### config.mk
export PLATFORM = sky130hd
export DESIGN_NAME = spto_ctl_flat
export DESIGN_NICKNAME = d
export VERILOG_FILES = /design/src/design/spto_pkg.sv /design/src/design/spto_link_if.sv /design/src/design/spto_ctl.sv /design/src/flat_wrapper.sv
export SDC_FILE = /design/constraint.sdc
export NUM_CORES = 1
export LEC_CHECK = 0
export BUFFER_PORTS_ARGS = -buffer_cell sky130_fd_sc_hd__clkbuf_2
export CAP_MARGIN = 20
export CORE_UTILIZATION = 65
export CTS_BUF_LIST = sky130_fd_sc_hd__clkbuf_8
export CTS_CLUSTER_SIZE = 20
export DETAILED_ROUTE_END_ITERATION = 7
export GPL_TIMING_DRIVEN = 0
export PLACE_DENSITY = 0.86
export REMOVE_ABC_BUFFERS = 1
export SLEW_MARGIN = 20
export SYNTH_ARGS = -nofsm -noshare
export SYNTH_HDL_FRONTEND = slang
export SYNTH_SLANG_ARGS = --single-unit
### constraint.sdc
create_clock -name sys_clk -period 5.9 [get_ports sys_clk]
set_input_delay 1.18 -clock sys_clk [delete_from_list [all_inputs] [get_ports sys_clk]]
set_output_delay 1.18 -clock sys_clk [all_outputs]
set_load 0.02 [all_outputs]
### src/design/spto_pkg.sv
// Purpose: Shared constants and types of the serial port timeout pair.
// Assumes: Counts are in sys_clk cycles, which is the master clock.
// Notes: Reload values absorb the pin synchroniser latency.
package spto_pkg;
  localparam int BYTE_W = 8;
  localparam int TMO_SHORT = 256;
  localparam int TMO_LONG = 4096;
  localparam int TMR_W = 13;
  // Cycles from a pin edge to the timer reload.
  localparam int TMO_LAT = 4;
  localparam logic [TMR_W-1:0] TMO_SHORT_LD = TMR_W'(TMO_SHORT - TMO_LAT);
  localparam logic [TMR_W-1:0] TMO_LONG_LD = TMR_W'(TMO_LONG - TMO_LAT);
  localparam logic [TMR_W-1:0] TMR_ONE = 13'h0001;
  // Reset value of the synchronisers: reset pin high, select high, clock low.
  localparam logic [2:0] SYNC_RST = 3'h6;
  localparam int HALF_DIV = 12;
  localparam int GAP_CYC = 16;
  localparam int RST_LEN = 4;
  localparam int FIFO_DEPTH = 2;
  localparam int DIV_W = 8;
  typedef enum logic [2:0] {
    SPTO_IDLE,
    SPTO_LOW,
    SPTO_HIGH,
    SPTO_NEXT,
    SPTO_TRAIL,
    SPTO_GAP,
    SPTO_PINRST
  } spto_hst_state_type;
endpackage : spto_pkg

### src/design/spto_link_if.sv
// Purpose: Pins between the serial controller and the target device.
// Assumes: All pins are driven one way only.
// Notes: The controller makes sclk; the device drives only miso.
`timescale 1ns/1ps
interface spto_link_if;
  logic cs_n;
  logic sclk;
  logic mosi;
  logic miso;
  logic rst_n_pin;
  modport dev
  (
    input cs_n,
    input sclk,
    input mosi,
    input rst_n_pin,
    output miso
  );
  modport ctl
  (
    output cs_n,
    output sclk,
    output mosi,
    output rst_n_pin,
    input miso
  );
endinterface : spto_link_if

### src/design/spto_ctl.sv
// Purpose: Controller end that frames bytes onto the serial link.
// Assumes: sclk is sys_clk divided down; miso is asynchronous.
// Notes: A two-entry buffer holds queued bytes; a pending received
//   byte stalls the start of the next one.
`timescale 1ns/1ps
module spto_ctl
#(
  parameter int BYTE_W = spto_pkg::BYTE_W,
  parameter int DEPTH = spto_pkg::FIFO_DEPTH,
  parameter int HALF_DIV = spto_pkg::HALF_DIV,
  parameter int GAP_CYC = spto_pkg::GAP_CYC,
  parameter int RST_LEN = spto_pkg::RST_LEN
)
(
  input wire logic sys_clk,
  input wire logic rst,
  input wire logic ce,
  input wire logic tx_valid,
  input wire logic [BYTE_W-1:0] tx_data,
  input wire logic tx_last,
  output logic tx_ready,
  output logic [BYTE_W-1:0] rx_data,
  output logic rx_valid,
  input wire logic rx_ready,
  input wire logic pin_reset_req,
  output logic busy,
  spto_link_if.ctl link
);
  localparam int FW = BYTE_W + 1;
  localparam int AW = (DEPTH > 1) ? $clog2(DEPTH) : 1;
  localparam int DW = spto_pkg::DIV_W;
  localparam int BW = $clog2(BYTE_W);
  localparam logic [DW-1:0] HALF_LD = DW'(HALF_DIV - 1);
  localparam logic [DW-1:0] GAP_LD = DW'(GAP_CYC - 1);
  localparam logic [DW-1:0] RST_LD = DW'(RST_LEN - 1);
  localparam logic [AW-1:0] LAST_PTR = AW'(DEPTH - 1);
  localparam logic [AW:0] FULL_CNT = (AW+1)'(DEPTH);

  logic [FW-1:0] mem_r [DEPTH];
  logic [AW-1:0] wp_r;
  logic [AW-1:0] rp_r;
  logic [AW:0] cnt_r;
  logic tx_ready_r;
  spto_pkg::spto_hst_state_type st_r;
  logic [DW-1:0] div_r;
  logic [BW-1:0] bit_r;
  logic [BYTE_W-1:0] sh_r;
  logic [BYTE_W-1:0] cap_r;
  logic last_r;
  logic cs_n_r;
  logic sclk_r;
  logic mosi_r;
  logic rst_n_pin_r;
  logic [BYTE_W-1:0] rx_data_r;
  logic rx_valid_r;
  logic busy_r;
  logic m1_r;
  logic m2_r;
  logic m3_r;
  logic mf_r;

  wire fifo_ne = (cnt_r != '0);
  wire [FW-1:0] head = mem_r[rp_r];
  wire can_start = fifo_ne & ~rx_valid_r;
  wire idle_go = (st_r == spto_pkg::SPTO_IDLE) & ~pin_reset_req;
  wire take = ce & can_start & (idle_go | (st_r == spto_pkg::SPTO_NEXT));
  wire push = ce & tx_valid & tx_ready_r;
  wire [AW:0] cnt_nxt = cnt_r + {{AW{1'b0}}, push} - {{AW{1'b0}}, take};
  wire half_done = (div_r == '0);
  wire mf_nxt = (m2_r == m3_r) ? m3_r : mf_r;

  always_ff @(posedge sys_clk)
  begin
    if (rst)
    begin
      wp_r <= '0;
      rp_r <= '0;
      cnt_r <= '0;
      tx_ready_r <= 1'b0;
    end
    else if (ce)
    begin
      if (push)
      begin
        mem_r[wp_r] <= {tx_last, tx_data};
        wp_r <= (wp_r == LAST_PTR) ? '0 : wp_r + 1'b1;
      end
      if (take)
      begin
        rp_r <= (rp_r == LAST_PTR) ? '0 : rp_r + 1'b1;
      end
      cnt_r <= cnt_nxt;
      tx_ready_r <= (cnt_nxt != FULL_CNT);
    end
  end

  always_ff @(posedge sys_clk)
  begin
    if (rst)
    begin
      m1_r <= 1'b0;
      m2_r <= 1'b0;
      m3_r <= 1'b0;
      mf_r <= 1'b0;
    end
    else if (ce)
    begin
      m1_r <= link.miso;
      m2_r <= m1_r;
      m3_r <= m2_r;
      mf_r <= mf_nxt;
    end
  end

  always_ff @(posedge sys_clk)
  begin
    if (rst)
    begin
      st_r <= spto_pkg::SPTO_IDLE;
      div_r <= '0;
      bit_r <= '0;
      sh_r <= '0;
      cap_r <= '0;
      last_r <= 1'b0;
      cs_n_r <= 1'b1;
      sclk_r <= 1'b0;
      mosi_r <= 1'b0;
      rst_n_pin_r <= 1'b1;
      rx_data_r <= '0;
      rx_valid_r <= 1'b0;
      busy_r <= 1'b0;
    end
    else if (ce)
    begin
      busy_r <= (st_r != spto_pkg::SPTO_IDLE) | take;
      if (rx_ready)
      begin
        rx_valid_r <= 1'b0;
      end
      if (take)
      begin
        sh_r <= head[BYTE_W-1:0];
        mosi_r <= head[BYTE_W-1];
        last_r <= head[BYTE_W];
        bit_r <= '0;
        div_r <= HALF_LD;
        cs_n_r <= 1'b0;
        st_r <= spto_pkg::SPTO_LOW;
      end
      else
      begin
        case (st_r)
          spto_pkg::SPTO_IDLE:
          begin
            if (pin_reset_req)
            begin
              rst_n_pin_r <= 1'b0;
              div_r <= RST_LD;
              st_r <= spto_pkg::SPTO_PINRST;
            end
          end
          spto_pkg::SPTO_LOW:
          begin
            div_r <= half_done ? HALF_LD : div_r - 1'b1;
            if (half_done)
            begin
              sclk_r <= 1'b1;
              cap_r <= {cap_r[BYTE_W-2:0], mf_nxt};
              st_r <= spto_pkg::SPTO_HIGH;
            end
          end
          spto_pkg::SPTO_HIGH:
          begin
            div_r <= half_done ? HALF_LD : div_r - 1'b1;
            if (half_done)
            begin
              sclk_r <= 1'b0;
              if (bit_r == BW'(BYTE_W - 1))
              begin
                rx_data_r <= cap_r;
                rx_valid_r <= 1'b1;
                st_r <= last_r ? spto_pkg::SPTO_TRAIL : spto_pkg::SPTO_NEXT;
              end
              else
              begin
                bit_r <= bit_r + 1'b1;
                sh_r <= {sh_r[BYTE_W-2:0], 1'b0};
                mosi_r <= sh_r[BYTE_W-2];
                st_r <= spto_pkg::SPTO_LOW;
              end
            end
          end
          spto_pkg::SPTO_NEXT:
          begin
            div_r <= HALF_LD;
          end
          spto_pkg::SPTO_TRAIL:
          begin
            div_r <= half_done ? GAP_LD : div_r - 1'b1;
            if (half_done)
            begin
              cs_n_r <= 1'b1;
              st_r <= spto_pkg::SPTO_GAP;
            end
          end
          spto_pkg::SPTO_GAP:
          begin
            div_r <= half_done ? '0 : div_r - 1'b1;
            if (half_done)
            begin
              st_r <= spto_pkg::SPTO_IDLE;
            end
          end
          spto_pkg::SPTO_PINRST:
          begin
            div_r <= half_done ? GAP_LD : div_r - 1'b1;
            if (half_done)
            begin
              rst_n_pin_r <= 1'b1;
              st_r <= spto_pkg::SPTO_GAP;
            end
          end
          default:
          begin
            st_r <= spto_pkg::SPTO_IDLE;
          end
        endcase
      end
    end
  end

  assign link.cs_n = cs_n_r;
  assign link.sclk = sclk_r;
  assign link.mosi = mosi_r;
  assign link.rst_n_pin = rst_n_pin_r;
  assign tx_ready = tx_ready_r;
  assign rx_data = rx_data_r;
  assign rx_valid = rx_valid_r;
  assign busy = busy_r;
endmodule : spto_ctl

### src/flat_wrapper.sv
// flat-port wrapper written by rule: the top's interface ports become plain ports
module spto_ctl_flat 
#(
  parameter int BYTE_W = spto_pkg::BYTE_W,
  parameter int DEPTH = spto_pkg::FIFO_DEPTH,
  parameter int HALF_DIV = spto_pkg::HALF_DIV,
  parameter int GAP_CYC = spto_pkg::GAP_CYC,
  parameter int RST_LEN = spto_pkg::RST_LEN
)
  (sys_clk, rst, ce, tx_valid, tx_data, tx_last, tx_ready, rx_data, rx_valid, rx_ready, pin_reset_req, busy, link_cs_n, link_sclk, link_mosi, link_rst_n_pin, link_miso);
  spto_link_if link_i ();
  input wire logic sys_clk;
  input wire logic rst;
  input wire logic ce;
  input wire logic tx_valid;
  input wire logic [BYTE_W-1:0] tx_data;
  input wire logic tx_last;
  output logic tx_ready;
  output logic [BYTE_W-1:0] rx_data;
  output logic rx_valid;
  input wire logic rx_ready;
  input wire logic pin_reset_req;
  output logic busy;
  output wire logic [$bits(link_i.cs_n)-1:0] link_cs_n;
  output wire logic [$bits(link_i.sclk)-1:0] link_sclk;
  output wire logic [$bits(link_i.mosi)-1:0] link_mosi;
  output wire logic [$bits(link_i.rst_n_pin)-1:0] link_rst_n_pin;
  input wire logic [$bits(link_i.miso)-1:0] link_miso;
  assign link_cs_n = link_i.cs_n;
  assign link_sclk = link_i.sclk;
  assign link_mosi = link_i.mosi;
  assign link_rst_n_pin = link_i.rst_n_pin;
  assign link_i.miso = link_miso;
  spto_ctl #(.BYTE_W(BYTE_W), .DEPTH(DEPTH), .HALF_DIV(HALF_DIV), .GAP_CYC(GAP_CYC), .RST_LEN(RST_LEN)) u_core (.sys_clk(sys_clk), .rst(rst), .ce(ce), .tx_valid(tx_valid), .tx_data(tx_data), .tx_last(tx_last), .tx_ready(tx_ready), .rx_data(rx_data), .rx_valid(rx_valid), .rx_ready(rx_ready), .pin_reset_req(pin_reset_req), .busy(busy), .link(link_i));
endmodule
# Word level (Yosys, flattened, before mapping)
# Memory sizes are Yosys's and may differ from the RTL's. A register that Yosys moved wholly into a read port is not among the register bits.
# Cells that the tools add are included.
# totals
regBits,53
latchBits,0
ramBits,18
rom_bits,0
output_inout_bits,15
wordCells,129
mem_count,1
# op_classes
add_sub_neg,6
multipliers,0
div,0
magnitude_cmp,0
n_eq_ne,20
n_shift,0
mux,48
bitwise_logic,11
reduce_logical,22
# mem_list
memory,depth,word_bits,rd,rd_ports_with_merged_regs,write_ports,line,text
u_core.mem_r,2,9,1,1,1,spto_ctl.sv:39,logic [FW-1:0] mem_r [DEPTH];
# op_table
cell,n
2-to-1 mux 8 bit,5
case mux 8 bit (5 select lines),1
2-to-1 mux 3 bit,12
2-to-1 mux 7 bit,4
2-to-1 mux 1 bit,23
case mux 3 bit (6 select lines),1
AND reduction 5 bit,3
"equality test 3 bit, second input constant",4
"inequality test 3 x 1 -> 1 bit, second input constant",4
nonzero test 2 bit,6
"inequality test 2 x 1 -> 1 bit, second input constant",5
logical NOT 8 bit,1
AND reduction 4 bit,2
"subtractor 8 x 1 -> 8 bit, second input constant",1
AND reduction 7 bit,1
AND 1 bit,6
"equality test 3 x 2 -> 1 bit, second input constant",2
AND reduction 3 bit,2
nonzero test 6 bit,1
"inequality test 2 bit, second input constant",2
case mux 1 bit (2 select lines),2
AND reduction 2 bit,2
OR reduction 2 bit,2
"adder 3 x 1 -> 3 bit, second input constant",1
other kinds (10),14

# Logic depth before layout (Yosys ltp)
# logic_depth
ltp_word,7
ltp_mapped,12
mapped_depth_nobuf,10

# Worst setup path after synthesis
# OpenSTA, ideal clock, no wires.
# synth_timing
path_type,input-to-reg
start,input port pin_reset_req
end,register u_core.tx_ready_r (netlist: u_core.tx_ready)
setup_time_ns,0.086
t_arrival_ns,2.887
t_required_ns,5.814
path_slack_ns,2.928
path_stages,11
path_cell_list,nor3_1 -> o211ai_4 -> inv_2 -> buf_2 -> ha_1 -> inv_1 -> ha_1 -> xor2_1 -> xnor2_1 -> nor2_1 -> a211oi_1
# synth_via
elab_chain_cells,6
# synth_lines
item,line,text
"start, declared",flat_wrapper.sv:22,input wire logic pin_reset_req;
inverter 1 bit,spto_ctl.sv:65,wire idle_go = (st_r == spto_pkg::SPTO_IDLE) & ~pin_reset_req;
AND 1 bit,spto_ctl.sv:65,
bitwise OR 1 bit,spto_ctl.sv:66,wire take = ce & can_start & (idle_go | (st_r == spto_pkg::SPTO_NEXT));
AND 1 bit,spto_ctl.sv:66,
subtractor 2 x 1 -> 2 bit,spto_ctl.sv:68,"wire [AW:0] cnt_nxt = cnt_r + {{AW{1'b0}}, push} - {{AW{1'b0}}, take};"
inequality test 2 bit,spto_ctl.sv:93,tx_ready_r <= (cnt_nxt != FULL_CNT);
"end signal, assigned",spto_ctl.sv:93,
"end, declared",spto_ctl.sv:43,logic tx_ready_r;
# Every way passes these cells.
# A chain may end at the register's enable or synchronous reset.

# Worst setup path in the final report
# layout_timing
start,input port ce
end,register u_core.tx_ready_r (netlist: u_core.tx_ready)
# layout_via
elab_chain_cells,5
# layout_lines
item,line,text
"start, declared",flat_wrapper.sv:14,input wire logic ce;
AND 1 bit (2 in a row),spto_ctl.sv:67,wire push = ce & tx_valid & tx_ready_r;
adder 2 x 1 -> 2 bit,spto_ctl.sv:68,
subtractor 2 x 1 -> 2 bit,spto_ctl.sv:68,
inequality test 2 bit,spto_ctl.sv:93,
# Several ways; a longest one is shown, not always the timed one.

==> implementation parameters <==
Parameter                              Value

Power
  Internal power ... roughly 0.00096 W
  Leakage dissipation ... about 1.4 nW
  Part of the power in combinational logic ... roughly a third
  Sequential share of power ... roughly two fifths
  Sw frac ... 37.1%
  Sw Pwr ... around 0.00057 W
  P per Cell Area ... around 410 mW/mm^2
  Clock share of power ... 27.6%
  Worst VDD drop ... approximately 0.25 mV
  Total Power ... ~0.0015 W

Critical path
  Data required time at the worst endpoint ... slightly above 6 ns
  CP startpoint kind ... primary input
  Ordered cell list for the critical path ... clkbuf_2 > and2b_1 > o211ai_4 > inv_2 > ha_1 > inv_1 > ha_1 > xor2_1 > xnor2_1 > nor2_1 > a211oi_1
  Most frequent CP cell ... ha_1
  Arrival time of data at the critical path endpoint ... ~3.8 ns
  Critical path type ... primary input to register
  Worst path slowest cell ... clkbuf_2
  Crit path max fanout ... 30
  Slowest stage delay, CP ... around 0.51 ns
  Critical Path Sink Type ... register

Final layout
  Antenna diode count ... 0
  Synth-to-layout area growth ... 10.6%
  Number of nets in the finished design ... roughly 370
  Proportion of layout cells with a drive suffix above 1 ... between 20 and 25%
  Finished layout cell area ... about 0.0037 mm^2

Hold path
  HP Class ... register to register

Placement
  Area post-placement ... 0.00352 mm^2
  Number of input and output port buffers inserted ... 30
  Half-perimeter wire length after detailed placement ... roughly 4600 um
  Final RePlAce weighted congestion ... roughly 0.83

Clocking
  Number of buffers between clock root and the deepest sink ... 2
  Cell at the root of the clock tree ... clkbuf_8
  H-tree depth ... 3
  Post-cts hold buffer count ... 0
  Cts bufs inserted ... 9
  Clock sink count ... 72
  Clock latency on the worst-skew pair ... 0.36 ns
  Number of resized instances in the post-cts repair step ... 0
  Number of buffers inserted to repair setup after CTS ... 0
  CTS tree ... built
  Clock transition at path regs ... 0.07 ns

Global route
  Number of antenna violations at the first check in global routing ... 0
  First-pass GRT wire length ... about 12,000 um
  Largest net degree at the start of global routing ... 45
  Vias in the first global route ... roughly 2,600
  GRT Overall Usage ... 29.4%
  Grt ovf ... 0

Synthesis
  Warnings, synthesis ... 0
  Cell Area, Synth ... roughly 0.0034 mm^2
  #FFs+latches synth ... 72
  Post-synthesis sequential area ratio ... around 48%
  Number of standard cells after synthesis ... 330
  Most instantiated flip-flop cell in the synthesis netlist ... dfxtp_1
  Synth cell types ... 66
  Share of flip-flops with an asynchronous set or reset ... 0%
  Per-instance average area after synthesis ... between 10 and 15 um^2
  Number of enable flip-flop cells after synthesis ... 18

STA
  Post-Route Skew ... between 0.01 and 0.015 ns
  Setup Total Neg Slack ... 0 ns
  Fraction of the cycle the final worst path needs ... approximately three fifths
  Post-layout minimum cycle time ... between 3 and 4 ns
  Max frequency ... 282 MHz
  Final Max Tran Viols ... 0
  Setup repair after global routing missed its margin ... no
  Final Hold Violating Endpoints ... 0
  Final Hold Slack ... about 0.47 ns
  Actual slew at the worst max-slew pin ... 0.961 ns
  Setup violation total in the final timing report ... 0
  Relative slew slack ... between 30 and 40%

Detailed routing
  Detailed-routing iteration count for the pre-antenna-repair pass ... 5
  DRC violation count after routing ... 0
  Wire length per cell ... ~17 um
  Via count ... between 2,000 and 3,000
  Via density ... approximately 6.4
  Antenna violation net count after detailed routing ... 0
  Detailed Route WL ... 7390 um
  Detailed router's first-iteration violation count ... 276

Floorplan
  Die width ... approximately 74 um
  Vert. Die Dim ... between 70 and 80 um
  Placeable core region ... roughly 0.0048 mm^2
  Initial core utilization ... between 60% and 70%
  Standard-cell row count ... 25
  Total Die Area ... around 0.0055 mm^2
  I/O pin total ... 31

Run status
  Outcome ... finished clean

Job
  Number of max-cap violations ... 0
## area by class of cell
type	instances	area, um^2
clock buffers	9	124
clock inverters	7	87.6
fillers	322	1110
inverters	13	48.8
multi-input cells	225	1620
flip-flops and latches	72	1620
well taps	67	83.8
repair buffers	30	150
## power by group through the flow
stage | combinational (W) | sequential, W | clock [W]
after CTS | 0.000473 | 0.000618 | 0.000420
final | 0.000485 | 0.000621 | 0.000422
after detailed placement | 0.000461 | 0.000630 | 0
after global placement | 0.000448 | 0.000627 | 0
after global routing | 0.000523 | 0.000629 | 0.000441
after floorplan | 0.000360 | 0.000615 | 0
## synthesized netlist by cell type (all sizes together) (7+ instances only)
cell type | instances | area [um^2]
nand2 | 34 | 128
buf | 9 | 51.3
nor3 | 7 | 46.3
nand3 | 11 | 60.1
o21ai | 8 | 40.0
mux2 | 9 | 101
mux2i | 24 | 240
clkbuf | 11 | 41.3
edfxtp | 18 | 541
nor2 | 30 | 115
inv | 13 | 48.8
dfxtp | 54 | 1080
a21oi | 16 | 80.1
## placed cells by master, fill, tap and decap left out, types with 3 or more instances in the layout
cell type,n
ha_1,6
o32ai_2,3
inv_1,12
mux2_2,8
nand3_1,10
nor2_1,29
a211oi_1,4
mux2i_1,24
xnor2_1,3
xor2_1,4
clkinv_2,3
edfxtp_1,18
o32ai_1,3
nand4_1,5
nand2_1,34
a32oi_1,4
clkbuf_2,30
clkbuf_8,9
nor3_1,5
a31oi_1,6
a21oi_1,16
o21ai_1,6
dfxtp_1,54
o22ai_1,5
## registers in the layout (all words and copies together), names as in the netlist, 2 cells and up, named ones only
signal / count
u_core.sh_r: 7
u_core.cnt_r: 2
u_core.rx_data: 8
u_core.mem_r: 18
u_core.div_r: 8
u_core.cap_r: 8
u_core.bit_r: 3
u_core.st_r: 3
## critical path, delay by kind of cell
| family | cells | cell delay (ns) |
|---|---|---|
| XOR/XNOR | 2 | 0.40 |
| AND/OR/NAND/NOR | 2 | 0.40 |
| AO/OA/AOI/OAI | 2 | 0.44 |
| adder cells (fa/ha/maj) | 2 | 0.46 |
| buffers and inverters | 3 | 0.91 |
## through the flow
step,cells,util [%],worst slack (ns)
after CTS,423,77.0,2.37
after global routing,423,77.0,2.13
final,423,77.0,2.35
after global placement,407,72.6,2.14
after detailed placement,407,72.7,2.02
after floorplan,310,-,2.95
## final timing paths
kind / slack [ns] / startpoint / to / cells past startpoint
worst max-delay path: 2.35 / ce / u_core.tx_ready / 11
worst min-delay path: 0.47 / u_core.bit_r[2] / u_core.bit_r[2] / 2
worst max register to register: 2.88 / u_core.st_r[1] / u_core.tx_ready / 10
worst min register to register: 0.47 / u_core.bit_r[2] / u_core.bit_r[2] / 2
## kinds of logic after synthesis
kind of cell	count (synthesis)	share of synthesized area, %
flip-flops	72	48.0
AND/OR/NAND/NOR	108	17.6
XOR/XNOR	7	1.82
adder cells (fa/ha/maj)	7	2.52
multiplexers	33	10.1
buffers and inverters	33	4.19
AO/OA/AOI/OAI	70	15.7
## routing by layer
metal	part of all wire (%)	routed length, um	GRT usage, %
met1	41	3030	36.9
met2	50	3690	47.6
met3	7.0	519	5.83
met4	2.1	157	16.7
met5	0	0	0
(Power assumes the default switching activity.)
